[config.mk]
export PLATFORM = sky130hd
export DESIGN_NAME = exvf_exception_vector_fetch
export DESIGN_NICKNAME = d
export VERILOG_FILES = /design/src/design/exvf_pkg.sv /design/src/design/exvf_exception_vector_fetch.sv
export SDC_FILE = /design/constraint.sdc
export NUM_CORES = 1
export LEC_CHECK = 0
export BUFFER_PORTS_ARGS = -buffer_cell sky130_fd_sc_hd__buf_2
export CAP_MARGIN = 15
export CORE_ASPECT_RATIO = 1.5
export CORE_MARGIN = 3
export CORE_UTILIZATION = 50
export CTS_CLUSTER_SIZE = 25
export DETAILED_ROUTE_END_ITERATION = 8
export MAX_ROUTING_LAYER = met4
export PLACE_DENSITY = 0.81
export SYNTH_ARGS = -nofsm -noshare
export SYNTH_HDL_FRONTEND = slang
export SYNTH_SLANG_ARGS = --single-unit
[constraint.sdc]
create_clock -name core_clk -period 4.2 [get_ports core_clk]
set_input_delay 0.84 -clock core_clk [delete_from_list [all_inputs] [get_ports core_clk]]
set_output_delay 0.84 -clock core_clk [all_outputs]
set_load 0.005 [all_outputs]
[src/design/exvf_pkg.sv]
`default_nettype none
package exvf_pkg;
	timeunit 1ns;
	timeprecision 1ns;
	localparam int ADDR_W = 32;
	localparam int DATA_W = 32;
	localparam int HALF_W = 16;
	localparam logic [ADDR_W-1:0] BASE_RESET = 32'h00000000;
	localparam logic [ADDR_W-1:0] RESET_VEC_ADDR = 32'h00000000;
	localparam int VEC_SHIFT = 2;
	localparam logic [ADDR_W-1:0] HALF_STEP = 32'h00000002;
	localparam logic [7:0] VEC_SP = 8'h00;
	localparam logic [7:0] VEC_PC = 8'h01;
	localparam logic [7:0] VEC_SPURIOUS = 8'h18;
	localparam logic [7:0] VEC_AUTO_BASE = 8'h18;
	localparam logic [7:0] VEC_ERR_LO = 8'h02;
	localparam logic [7:0] VEC_ERR_HI = 8'h0F;
	localparam logic [7:0] VEC_RSV1_LO = 8'h10;
	localparam logic [7:0] VEC_RSV1_HI = 8'h17;
	localparam logic [7:0] VEC_TRAP_LO = 8'h20;
	localparam logic [7:0] VEC_TRAP_HI = 8'h2F;
	localparam logic [7:0] VEC_RSV2_LO = 8'h30;
	localparam logic [7:0] VEC_RSV2_HI = 8'h3F;
	localparam logic [7:0] VEC_USER_LO = 8'h40;
	// function codes
	localparam logic [2:0] FC_SUP_DATA = 3'h5;
	localparam logic [2:0] FC_SUP_PROG = 3'h6;
	localparam logic [2:0] FC_CPU_SPACE = 3'h7;
	// vector class codes
	localparam logic [2:0] CLS_RESET = 3'h0;
	localparam logic [2:0] CLS_ERROR = 3'h1;
	localparam logic [2:0] CLS_RESERVED = 3'h2;
	localparam logic [2:0] CLS_SPURIOUS = 3'h3;
	localparam logic [2:0] CLS_AUTOVEC = 3'h4;
	localparam logic [2:0] CLS_TRAP = 3'h5;
	localparam logic [2:0] CLS_USER = 3'h6;

	typedef struct packed {
		logic req;
		logic [ADDR_W-1:0] addr;
		logic [2:0] fc;
	} exvf_bus_req_s;

	typedef struct packed {
		logic data_size_acknowledge;
		logic bus_error_input;
		logic autovector_request;
		logic [HALF_W-1:0] data;
	} exvf_bus_rsp_s;

	typedef enum logic [8:0] {
		ST_IDLE = 9'h001,
		ST_RST_SP_HI = 9'h002,
		ST_RST_SP_LO = 9'h004,
		ST_RST_PC_HI = 9'h008,
		ST_RST_PC_LO = 9'h010,
		ST_IACK = 9'h020,
		ST_VEC_HI = 9'h040,
		ST_VEC_LO = 9'h080,
		ST_HANDLER = 9'h100
	} exvf_state_e;
endpackage
`default_nettype wire

[src/design/exvf_exception_vector_fetch.sv]
// Function
// RULE_01 - vector base clears on reset, relocatable
// RULE_02 - 256 vectors, table spans 1024 bytes
// RULE_03 - vector address is base plus number times four
// RULE_04 - reset loads stack pointer then program counter
// RULE_05 - reset vector fetched from address zero
// RULE_06 - other vectors fetched in supervisor data space
// RULE_07 - interrupter supplies vector or requests autovector
// RULE_08 - autovector number is 24 plus level
// RULE_09 - read 32-bit vector, jump to handler
// RULE_10 - handler runs until return from exception
// RULE_11 - vector numbers grouped into fixed classes
// RULE_12 - base reachable only through control move
// RULE_13 - cycles end by acknowledge or bus error
// RULE_14 - bus error on acknowledge gives spurious vector
`default_nettype none
module exvf_exception_vector_fetch (
	input wire logic core_clk, // system clock
	input wire logic sys_rst, // synchronous reset, high
	input wire logic exc_req, // internal exception request pulse
	input wire logic [7:0] exc_vector, // vector number of the exception
	input wire logic irq_req, // interrupt to acknowledge, pulse
	input wire logic [2:0] irq_level, // level being acknowledged
	input wire logic return_from_exception_instr, // handler return pulse
	input wire logic control_register_move_instr, // write to base
	input wire logic [exvf_pkg::ADDR_W-1:0] ctl_wdata, // base write value
	input wire exvf_pkg::exvf_bus_rsp_s bus_rsp_pin, // bus answer pins
	output exvf_pkg::exvf_bus_req_s bus_req, // bus cycle request
	output logic [exvf_pkg::ADDR_W-1:0] vector_base_reg, // base readback
	output logic [exvf_pkg::DATA_W-1:0] stack_pointer_value, // reset stack
	output logic [exvf_pkg::DATA_W-1:0] program_counter_value, // new flow
	output logic pc_load, // program counter loaded, pulse
	output logic in_handler, // handler running
	output logic resume, // return to interrupted program, pulse
	output logic [2:0] vec_class, // class of last vector
	output logic [7:0] last_vector // last vector number used
);
	timeunit 1ns;
	timeprecision 1ns;
	exvf_pkg::exvf_state_e state_q;
	exvf_pkg::exvf_bus_rsp_s rsp_meta_q;
	exvf_pkg::exvf_bus_rsp_s rsp_q;
	logic [7:0] vec_q;
	logic [exvf_pkg::HALF_W-1:0] hi_q;
	logic [exvf_pkg::DATA_W-1:0] saved_pc_q;
	logic term_raw;
	logic term;

	function automatic logic [exvf_pkg::ADDR_W-1:0] vec_addr(
		input logic [exvf_pkg::ADDR_W-1:0] base, input logic [7:0] num);
		vec_addr = base + {22'h000000, num, 2'h0}; // RULE_03 RULE_02
	endfunction

	function automatic logic [2:0] classify(input logic [7:0] n);
		if (n <= exvf_pkg::VEC_PC)
			classify = exvf_pkg::CLS_RESET;
		else if (n <= exvf_pkg::VEC_ERR_HI)
			classify = exvf_pkg::CLS_ERROR;
		else if (n <= exvf_pkg::VEC_RSV1_HI)
			classify = exvf_pkg::CLS_RESERVED;
		else if (n == exvf_pkg::VEC_SPURIOUS)
			classify = exvf_pkg::CLS_SPURIOUS;
		else if (n < exvf_pkg::VEC_TRAP_LO)
			classify = exvf_pkg::CLS_AUTOVEC;
		else if (n <= exvf_pkg::VEC_TRAP_HI)
			classify = exvf_pkg::CLS_TRAP;
		else if (n <= exvf_pkg::VEC_RSV2_HI)
			classify = exvf_pkg::CLS_RESERVED;
		else
			classify = exvf_pkg::CLS_USER; // RULE_11
	endfunction

	// answer pins arrive from outside: two flops
	always_ff @(posedge core_clk)
	begin
		rsp_meta_q <= bus_rsp_pin;
		rsp_q <= rsp_meta_q;
	end

	assign term_raw = rsp_q.data_size_acknowledge | rsp_q.bus_error_input
		| rsp_q.autovector_request; // RULE_13

	// a termination counts only while the request stands: the synchroniser
	// keeps the previous word's answer visible for a few more cycles
	assign term = term_raw & bus_req.req; // RULE_13

	always_ff @(posedge core_clk)
	begin
		if (sys_rst)
			vector_base_reg <= exvf_pkg::BASE_RESET; // RULE_01
		else if (control_register_move_instr)
			vector_base_reg <= ctl_wdata; // RULE_12
	end

	always_ff @(posedge core_clk)
	begin
		if (sys_rst)
			state_q <= exvf_pkg::ST_RST_SP_HI; // RULE_04
		else
		begin
			case (state_q)
				exvf_pkg::ST_IDLE, exvf_pkg::ST_HANDLER:
				begin
					if (state_q == exvf_pkg::ST_HANDLER && return_from_exception_instr)
						state_q <= exvf_pkg::ST_IDLE; // RULE_10
					else if (irq_req)
						state_q <= exvf_pkg::ST_IACK;
					else if (exc_req)
						state_q <= exvf_pkg::ST_VEC_HI;
				end
				exvf_pkg::ST_RST_SP_HI:
					if (term) state_q <= exvf_pkg::ST_RST_SP_LO;
				exvf_pkg::ST_RST_SP_LO:
					if (term) state_q <= exvf_pkg::ST_RST_PC_HI;
				exvf_pkg::ST_RST_PC_HI:
					if (term) state_q <= exvf_pkg::ST_RST_PC_LO;
				exvf_pkg::ST_RST_PC_LO:
					if (term) state_q <= exvf_pkg::ST_IDLE;
				exvf_pkg::ST_IACK:
					if (term) state_q <= exvf_pkg::ST_VEC_HI; // RULE_07
				exvf_pkg::ST_VEC_HI:
					if (term) state_q <= exvf_pkg::ST_VEC_LO;
				exvf_pkg::ST_VEC_LO:
					if (term) state_q <= exvf_pkg::ST_HANDLER; // RULE_10
				default:
					state_q <= exvf_pkg::ST_IDLE;
			endcase
		end
	end

	// vector number selection
	always_ff @(posedge core_clk)
	begin
		if (sys_rst)
			vec_q <= exvf_pkg::VEC_SP;
		else if ((state_q == exvf_pkg::ST_IDLE || state_q == exvf_pkg::ST_HANDLER)
			&& !irq_req && exc_req
			&& !(state_q == exvf_pkg::ST_HANDLER && return_from_exception_instr))
			vec_q <= exc_vector;
		else if (state_q == exvf_pkg::ST_IACK && term)
		begin
			if (rsp_q.bus_error_input)
				vec_q <= exvf_pkg::VEC_SPURIOUS; // RULE_14
			else if (rsp_q.autovector_request)
				vec_q <= exvf_pkg::VEC_AUTO_BASE + {5'h00, irq_level}; // RULE_08
			else
				vec_q <= rsp_q.data[7:0]; // RULE_07
		end
	end

	always_ff @(posedge core_clk)
	begin
		if (sys_rst)
			bus_req <= '0;
		else
		begin
			bus_req.req <= 1'b0;
			bus_req.addr <= '0;
			bus_req.fc <= exvf_pkg::FC_SUP_DATA;
			case (state_q)
				exvf_pkg::ST_RST_SP_HI, exvf_pkg::ST_RST_SP_LO,
				exvf_pkg::ST_RST_PC_HI, exvf_pkg::ST_RST_PC_LO:
				begin
					bus_req.req <= !term_raw;
					bus_req.fc <= exvf_pkg::FC_SUP_PROG; // RULE_04
					case (state_q)
						exvf_pkg::ST_RST_SP_HI:
							bus_req.addr <= exvf_pkg::RESET_VEC_ADDR; // RULE_05
						exvf_pkg::ST_RST_SP_LO:
							bus_req.addr <= exvf_pkg::RESET_VEC_ADDR + exvf_pkg::HALF_STEP;
						exvf_pkg::ST_RST_PC_HI:
							bus_req.addr <= vec_addr(exvf_pkg::RESET_VEC_ADDR, exvf_pkg::VEC_PC);
						default:
							bus_req.addr <= vec_addr(exvf_pkg::RESET_VEC_ADDR, exvf_pkg::VEC_PC)
								+ exvf_pkg::HALF_STEP;
					endcase
				end
				exvf_pkg::ST_IACK:
				begin
					bus_req.req <= !term_raw;
					bus_req.fc <= exvf_pkg::FC_CPU_SPACE;
					bus_req.addr <= {29'h00000000, irq_level};
				end
				exvf_pkg::ST_VEC_HI:
				begin
					bus_req.req <= !term_raw;
					bus_req.addr <= vec_addr(vector_base_reg, vec_q); // RULE_06
				end
				exvf_pkg::ST_VEC_LO:
				begin
					bus_req.req <= !term_raw;
					bus_req.addr <= vec_addr(vector_base_reg, vec_q) + exvf_pkg::HALF_STEP;
				end
				default:
					bus_req.req <= 1'b0;
			endcase
		end
	end

	// upper halves held, lower halves complete the 32-bit value
	always_ff @(posedge core_clk)
	begin
		if (sys_rst)
			hi_q <= '0;
		else if (term && (state_q == exvf_pkg::ST_RST_SP_HI
			|| state_q == exvf_pkg::ST_RST_PC_HI || state_q == exvf_pkg::ST_VEC_HI))
			hi_q <= rsp_q.data;
	end

	always_ff @(posedge core_clk)
	begin
		if (sys_rst)
			stack_pointer_value <= '0;
		else if (term && state_q == exvf_pkg::ST_RST_SP_LO)
			stack_pointer_value <= {hi_q, rsp_q.data}; // RULE_04
	end

	always_ff @(posedge core_clk)
	begin
		if (sys_rst)
		begin
			program_counter_value <= '0;
			saved_pc_q <= '0;
			pc_load <= 1'b0;
			resume <= 1'b0;
		end
		else
		begin
			pc_load <= 1'b0;
			resume <= 1'b0;
			if (term && (state_q == exvf_pkg::ST_RST_PC_LO || state_q == exvf_pkg::ST_VEC_LO))
			begin
				program_counter_value <= {hi_q, rsp_q.data}; // RULE_09
				pc_load <= 1'b1;
				if (state_q == exvf_pkg::ST_VEC_LO && !in_handler)
					saved_pc_q <= program_counter_value;
			end
			else if (state_q == exvf_pkg::ST_HANDLER && return_from_exception_instr)
			begin
				program_counter_value <= saved_pc_q; // RULE_10
				pc_load <= 1'b1;
				resume <= 1'b1;
			end
		end
	end

	always_ff @(posedge core_clk)
	begin
		if (sys_rst)
			in_handler <= 1'b0;
		else if (state_q == exvf_pkg::ST_VEC_LO && term)
			in_handler <= 1'b1;
		else if (state_q == exvf_pkg::ST_HANDLER && return_from_exception_instr)
			in_handler <= 1'b0;
	end

	always_ff @(posedge core_clk)
	begin
		if (sys_rst)
		begin
			vec_class <= exvf_pkg::CLS_RESET;
			last_vector <= exvf_pkg::VEC_SP;
		end
		else
		begin
			vec_class <= classify(vec_q); // RULE_11
			last_vector <= vec_q;
		end
	end

	a_base_reset: assert property (@(posedge core_clk)
		sys_rst |=> vector_base_reg == exvf_pkg::BASE_RESET) // RULE_01
		else $error("vector base not cleared by reset");

	a_base_hold: assert property (@(posedge core_clk) disable iff (sys_rst)
		!control_register_move_instr |=> $stable(vector_base_reg)) // RULE_12
		else $error("vector base changed without control move");

	a_vec_addr: assert property (@(posedge core_clk) disable iff (sys_rst)
		state_q == exvf_pkg::ST_VEC_HI && !term_raw |=> bus_req.req
		&& bus_req.addr == vector_base_reg + {22'h000000, vec_q, 2'h0}
		&& bus_req.fc == exvf_pkg::FC_SUP_DATA) // RULE_03 RULE_06
		else $error("vector fetch address or space wrong");

	a_reset_fetch: assert property (@(posedge core_clk)
		sys_rst ##1 !sys_rst |=> bus_req.req && bus_req.addr == exvf_pkg::RESET_VEC_ADDR
		&& bus_req.fc == exvf_pkg::FC_SUP_PROG) // RULE_05 RULE_04
		else $error("reset fetch not at zero in program space");

	a_autovector: assert property (@(posedge core_clk) disable iff (sys_rst)
		state_q == exvf_pkg::ST_IACK && rsp_q.autovector_request && !rsp_q.bus_error_input
		|=> vec_q == exvf_pkg::VEC_AUTO_BASE + {5'h00, $past(irq_level)}) // RULE_08
		else $error("autovector number wrong");

	a_spurious: assert property (@(posedge core_clk) disable iff (sys_rst)
		state_q == exvf_pkg::ST_IACK && rsp_q.bus_error_input
		|=> vec_q == exvf_pkg::VEC_SPURIOUS) // RULE_14
		else $error("bus error on acknowledge not spurious");

	a_pc_load: assert property (@(posedge core_clk) disable iff (sys_rst)
		state_q == exvf_pkg::ST_VEC_LO && term |=> pc_load && in_handler
		&& program_counter_value == {$past(hi_q), $past(rsp_q.data)}) // RULE_09
		else $error("handler address not loaded");

	a_unterminated: assert property (@(posedge core_clk) disable iff (sys_rst)
		state_q == exvf_pkg::ST_VEC_HI && !term |=> state_q == exvf_pkg::ST_VEC_HI) // RULE_13
		else $error("cycle left without termination");

	a_return: assert property (@(posedge core_clk) disable iff (sys_rst)
		state_q == exvf_pkg::ST_HANDLER && return_from_exception_instr
		|=> resume && !in_handler && state_q == exvf_pkg::ST_IDLE) // RULE_10
		else $error("return from handler not taken");
endmodule
`default_nettype wire

# Word-level counts from Yosys, hierarchy flattened
# Index checks and enable logic that the tools add are counted.
# word_totals
regBits	249
in_bits	68
output_inout_bits	146
# op_classes
n_addsub	3
order_cmp	6
n_eq_ne	18
n_mux	30
bitwise	4
n_reduce_logical	31
# ops
operator	n
32-bit case mux with 4 select lines	1
9-bit two-way mux	10
9-bit case mux with 8 select lines	1
32-bit two-way mux	2
32-bit by 10-bit adder with 32-bit output	1
32-bit by 2-bit adder with 32-bit output, second input constant	1
8-bit two-way mux	4
8-bit by 6-bit <= comparator with 1-bit output, second input constant	2
2-bit inequality test, second input constant	7
1-bit logical AND	10
9-bit by 1-bit equality test with 1-bit output, second input constant	1
9-bit by 2-bit equality test with 1-bit output, second input constant	1
9-bit by 3-bit equality test with 1-bit output, second input constant	1
9-bit by 4-bit equality test with 1-bit output, second input constant	1
9-bit by 5-bit equality test with 1-bit output, second input constant	1
9-bit by 6-bit equality test with 1-bit output, second input constant	1
9-bit by 7-bit equality test with 1-bit output, second input constant	1
9-bit by 8-bit equality test with 1-bit output, second input constant	1
9-bit equality test, second input constant	1
3-bit two-way mux	3
3-bit case mux with 3 select lines	1
8-bit by 5-bit equality test with 1-bit output, second input constant	1
8-bit by 1-bit <= comparator with 1-bit output, second input constant	1
8-bit by 4-bit <= comparator with 1-bit output, second input constant	1
other kinds (20)	37

# Depth between registers and ports, before layout
# logic_depth
ltp_word	7
ltp_mapped	12
mapped_depth_nobuf	12

# Least setup slack after synthesis
# No wires, ideal clock.
# synth_path
path_type	flip-flop to flip-flop
startpoint	register vec_q[0]
endpoint	register bus_req[32] in the netlist's numbering
setup_time_ps	128
arrival_ps	3259
setup_slack_ps	813
path_stages_with_launch	13
n_path_buf	0
synth_period_minus_slack_ps	3387
path_cell_list	dfxtp_1 -> ha_1 -> inv_1 -> fa_1 -> nand2b_1 -> a211oi_2 -> o211ai_1 -> xor2_1 -> a311o_1 -> nor4b_2 -> or4b_1 -> a21oi_1 -> o22ai_1
# synth_between
elab_chain_cells	3
# synth_lines
element	line_no	text
from (decl)	exvf_exception_vector_fetch.sv:43	logic [7:0] vec_q;
from (signal assigned)	exvf_exception_vector_fetch.sv:135	vec_q <= exvf_pkg::VEC_SP;
from (signal assigned)	exvf_exception_vector_fetch.sv:139	vec_q <= exc_vector;
from (signal assigned)	exvf_exception_vector_fetch.sv:143	vec_q <= exvf_pkg::VEC_SPURIOUS;
32-bit by 10-bit adder with 32-bit output *	exvf_exception_vector_fetch.sv:51	vec_addr = base + {22'h000000, num, 2'h0};
32-bit by 2-bit adder with 32-bit output	exvf_exception_vector_fetch.sv:192	bus_req.addr <= vec_addr(vector_base_reg, vec_q) + exvf_pkg::HALF_STEP;
32-bit case mux with 4 select lines *	exvf_exception_vector_fetch.sv:160	case (state_q)
to (decl)	exvf_exception_vector_fetch.sv:28	output exvf_pkg::exvf_bus_req_s bus_req,
# Mark *: on every way between the ends. The rest lies on a longest branch, timed or not.
# A chain may end at the register's enable or synchronous reset.

# Worst setup path in the final report
# layout_path
startpoint	register vec_q[0]
endpoint	register bus_req[34] in the netlist's numbering
# The elaborated chain is that of the path after synthesis.

==> summary.txt <==
Detailed routing
  – DR pass1 iterations: 5
  – Routed wire length: 30400 µm
  – DR WL/cell: approximately 19 µm
  – DRC: 0
  – Total number of vias: roughly 9200
  – Post-DRT Antenna Nets: 0
  – DR vias/cell: roughly 5.6
  – DR iter-0 viols: between 600 and 700

Clocking
  – Clock buffer depth: 3
  – Total CTS buffers: 24
  – Post-CTS Repair Setup Buffers: 0
  – H-Tree Depth: 1
  – CTS resizes: 0
  – CTS root buf: clkbuf_16
  – Hold_buf cts: 0
  – CTS clk-pin slew, worst paths: 0.06 ns
  – Sink Count: 249
  – CTS tree: done
  – Worst-Skew Late Latency: between 0.5 and 0.6 ns

Timing
  – Unrepaired setup endpoints after global routing: no
  – Post-route clock skew: 0.0217 ns
  – Headroom to the max-slew limit: 0.341
  – Worst setup margin: 0.279 ns
  – Post-layout min period: 3.92 ns
  – Final number of hold-violating endpoints: 0
  – Tightest Pin Transition: 0.989 ns
  – Fmax: 255 MHz
  – Slew Viols, Final: 0
  – Final setup fails: 0
  – Setup TNS: 0 ns
  – Post-route clock period utilization: 0.934

Die
  – CORE AREA: 19900 µm²
  – Die Span Y: 181 µm
  – Die area: 22200 µm²
  – # IOs: 214
  – Die X: about 120 µm
  – Starting Density: 0.512
  – # rows: 63

Placed design
  – Dpl ws: between 0.3 and 0.4 ns
  – PortBufs: 213
  – Dpl cell area: between 10000 and 15000 µm²
  – RePlAce Congestion: 0.962
  – Detail Placement HPWL: 21800 µm

Yosys
  – Synth area leaders: dfxtp_1, nand2_1, a21oi_1
  – Distinct cells, synth: 69
  – Top-count cell post-synth: dfxtp_1
  – Post-synthesis cell area: 10200 µm²
  – Synthesized area per cell: 8.76 µm²
  – Top_reg_cell synth: dfxtp_1
  – Synth warn: 0
  – Syn Nets: 1243
  – Post-synth EDFFs: 0
  – Most frequent cells after synthesis: dfxtp_1, nand2_1, a21oi_1
  – Synth area leader: dfxtp_1
  – Seq/Total Area, Yosys: 0.488
  – Synthesized flop and latch total: 249
  – Share of the synthesized area in the top cell type: 0.488
  – Ys async rst share: 0
  – Syn Inst Count: 1165

Critical path
  – Critical path type: reg -> reg
  – Slowest stage delay, CP: 0.57 ns
  – Worst path required time: 4.61 ns
  – Worst EP arrival: approximately 4.3 ns
  – CP delay by family, top: simple AND/OR/NAND/NOR gates
  – Startpoint types: register
  – Critical path, cell by cell: ha_1 -> inv_1 -> fa_1 -> nand2b_1 -> a211oi_2 -> o21ai_1 -> or4_1 -> a221o_1 -> nor4_2 -> nor4b_2 -> o21ai_0 -> a21o_1
  – CP bufs+invs: 1
  – WP depth: 12
  – Slowest-stage cell, CP: or4_1
  – Critical path endpoint category: register
  – Register-to-Register Path Depth: 12
  – Crit Path Max Fanout: 6

Hold path
  – WHS Path Cells: 0
  – HP Class: reg -> reg

Global route
  – Antenna violations before repair: 3
  – First-pass GRT wire length: between 40000 and 50000 µm
  – Pin count of the biggest net entering global routing: around 180
  – Met2 Track Usage GR: 0.481
  – GRT busiest layer: met2
  – Grt met3 use: 0.0561
  – Total track usage: 0.275
  – GRT overflow: 0
  – Vias in the first global route: approximately 9000
  – M1 GR Usage: 0.296

Status
  – Outcome: finished clean

Run
  – Max cap viols: 0

Power
  – Pwr dens: 426 nW/µm²
  – Gate power share: 0.117
  – Net switching power: 1.36 mW
  – Share of power burned in registers: 0.483
  – Lkg Pwr: between 4 and 5 nW
  – Clock share of power: 0.400
  – Power Internal: 3.88 mW
  – Sw frac: 0.260
  – Max VDD drop: about 0.34 mV

Finish
  – Fin area: 12300 µm²
  – Share of cells above drive strength 1: 0.222
  – NumNets Final: around 1400
  – Top reg by flops: bus_req
  – Area Overhead vs Synth: 20.6%
  – Number of flip-flops under the largest register name: 36
layout make-up:
class	count	area, µm²
repair buffers	231	1220
flip-flops and latches	249	4980
well taps	260	325
inverters	13	48.8
clock buffers	32	671
fillers	1686	7640
multi-input cells	837	4940
clock inverters	12	110
diodes	3	7.51
through the flow:
step	power (mW)	std cells	utilization	hold WS, ns
final	5.24	1637	0.617	0.321
after detailed placement	3.19	1590	0.578	0.313
after global placement	3.17	1590	0.578	0.310
after CTS	5.28	1634	0.617	0.326
after global routing	5.46	1637	0.617	0.329
after floorplan	2.97	1165	-	0.310
worst reg2reg max path: cells and delay by family (launching register included):
family,cells,cell delay (ns)
AO/OA/AOI/OAI,5,1.28
adder cells (fa/ha/maj),2,0.66
flip-flops,1,0.40
AND/OR/NAND/NOR,4,1.41
buffers and inverters,1,0.07
per-layer routing:
metal / up-vias / wire length, µm / part of all wire
li1: 4435 / - / -
met5: - / 0 / 0
met2: 350 / 15600 / 0.51
met3: 69 / 2190 / 0.072
met4: 0 / 1340 / 0.044
met1: 4348 / 11200 / 0.37
power by group through the flow:
stage                     Combinational [mW]  Clock [mW]  Sequential (mW)
final                                  0.611        2.10             2.53
after global routing                   0.674        2.24             2.54
after CTS                              0.610        2.14             2.53
after detailed placement               0.602           0             2.58
after global placement                 0.592           0             2.58
after floorplan                        0.416           0             2.55
cells by family after synthesis:
kind of cell | Yosys count | share of synthesized area
compound gates | 251 | 0.152
fa+ha+maj | 10 | 0.0130
mux | 59 | 0.0579
xor+xnor | 42 | 0.0360
buf+inv | 79 | 0.0305
simple gates | 475 | 0.222
flops | 249 | 0.488
path summary, 6_finish.rpt:
path / slack, ns / end / startpoint
worst max register to register: 0.28 / bus_req[34] / vec_q[0]
worst max-delay path: 0.28 / bus_req[34] / vec_q[0]
worst min register to register: 0.32 / rsp_q[4] / rsp_meta_q[4]
worst min-delay path: 0.32 / rsp_q[4] / rsp_meta_q[4]
layout by cell type (no fill, tap or decap), drive strengths merged, types with 9 or more instances in the layout:
master / instances
nand2b: 14
mux2i: 59
xnor2: 25
ha: 9
nor4: 10
inv: 13
clkbuf: 32
nand3: 28
a21oi: 132
o211ai: 10
nor2b: 15
nor2: 124
nor3: 19
xor2: 17
dfxtp: 249
o21ai: 20
buf: 231
or4: 9
nand2: 190
a22oi: 41
No activity file was read; power rests on OpenSTA's default activity.
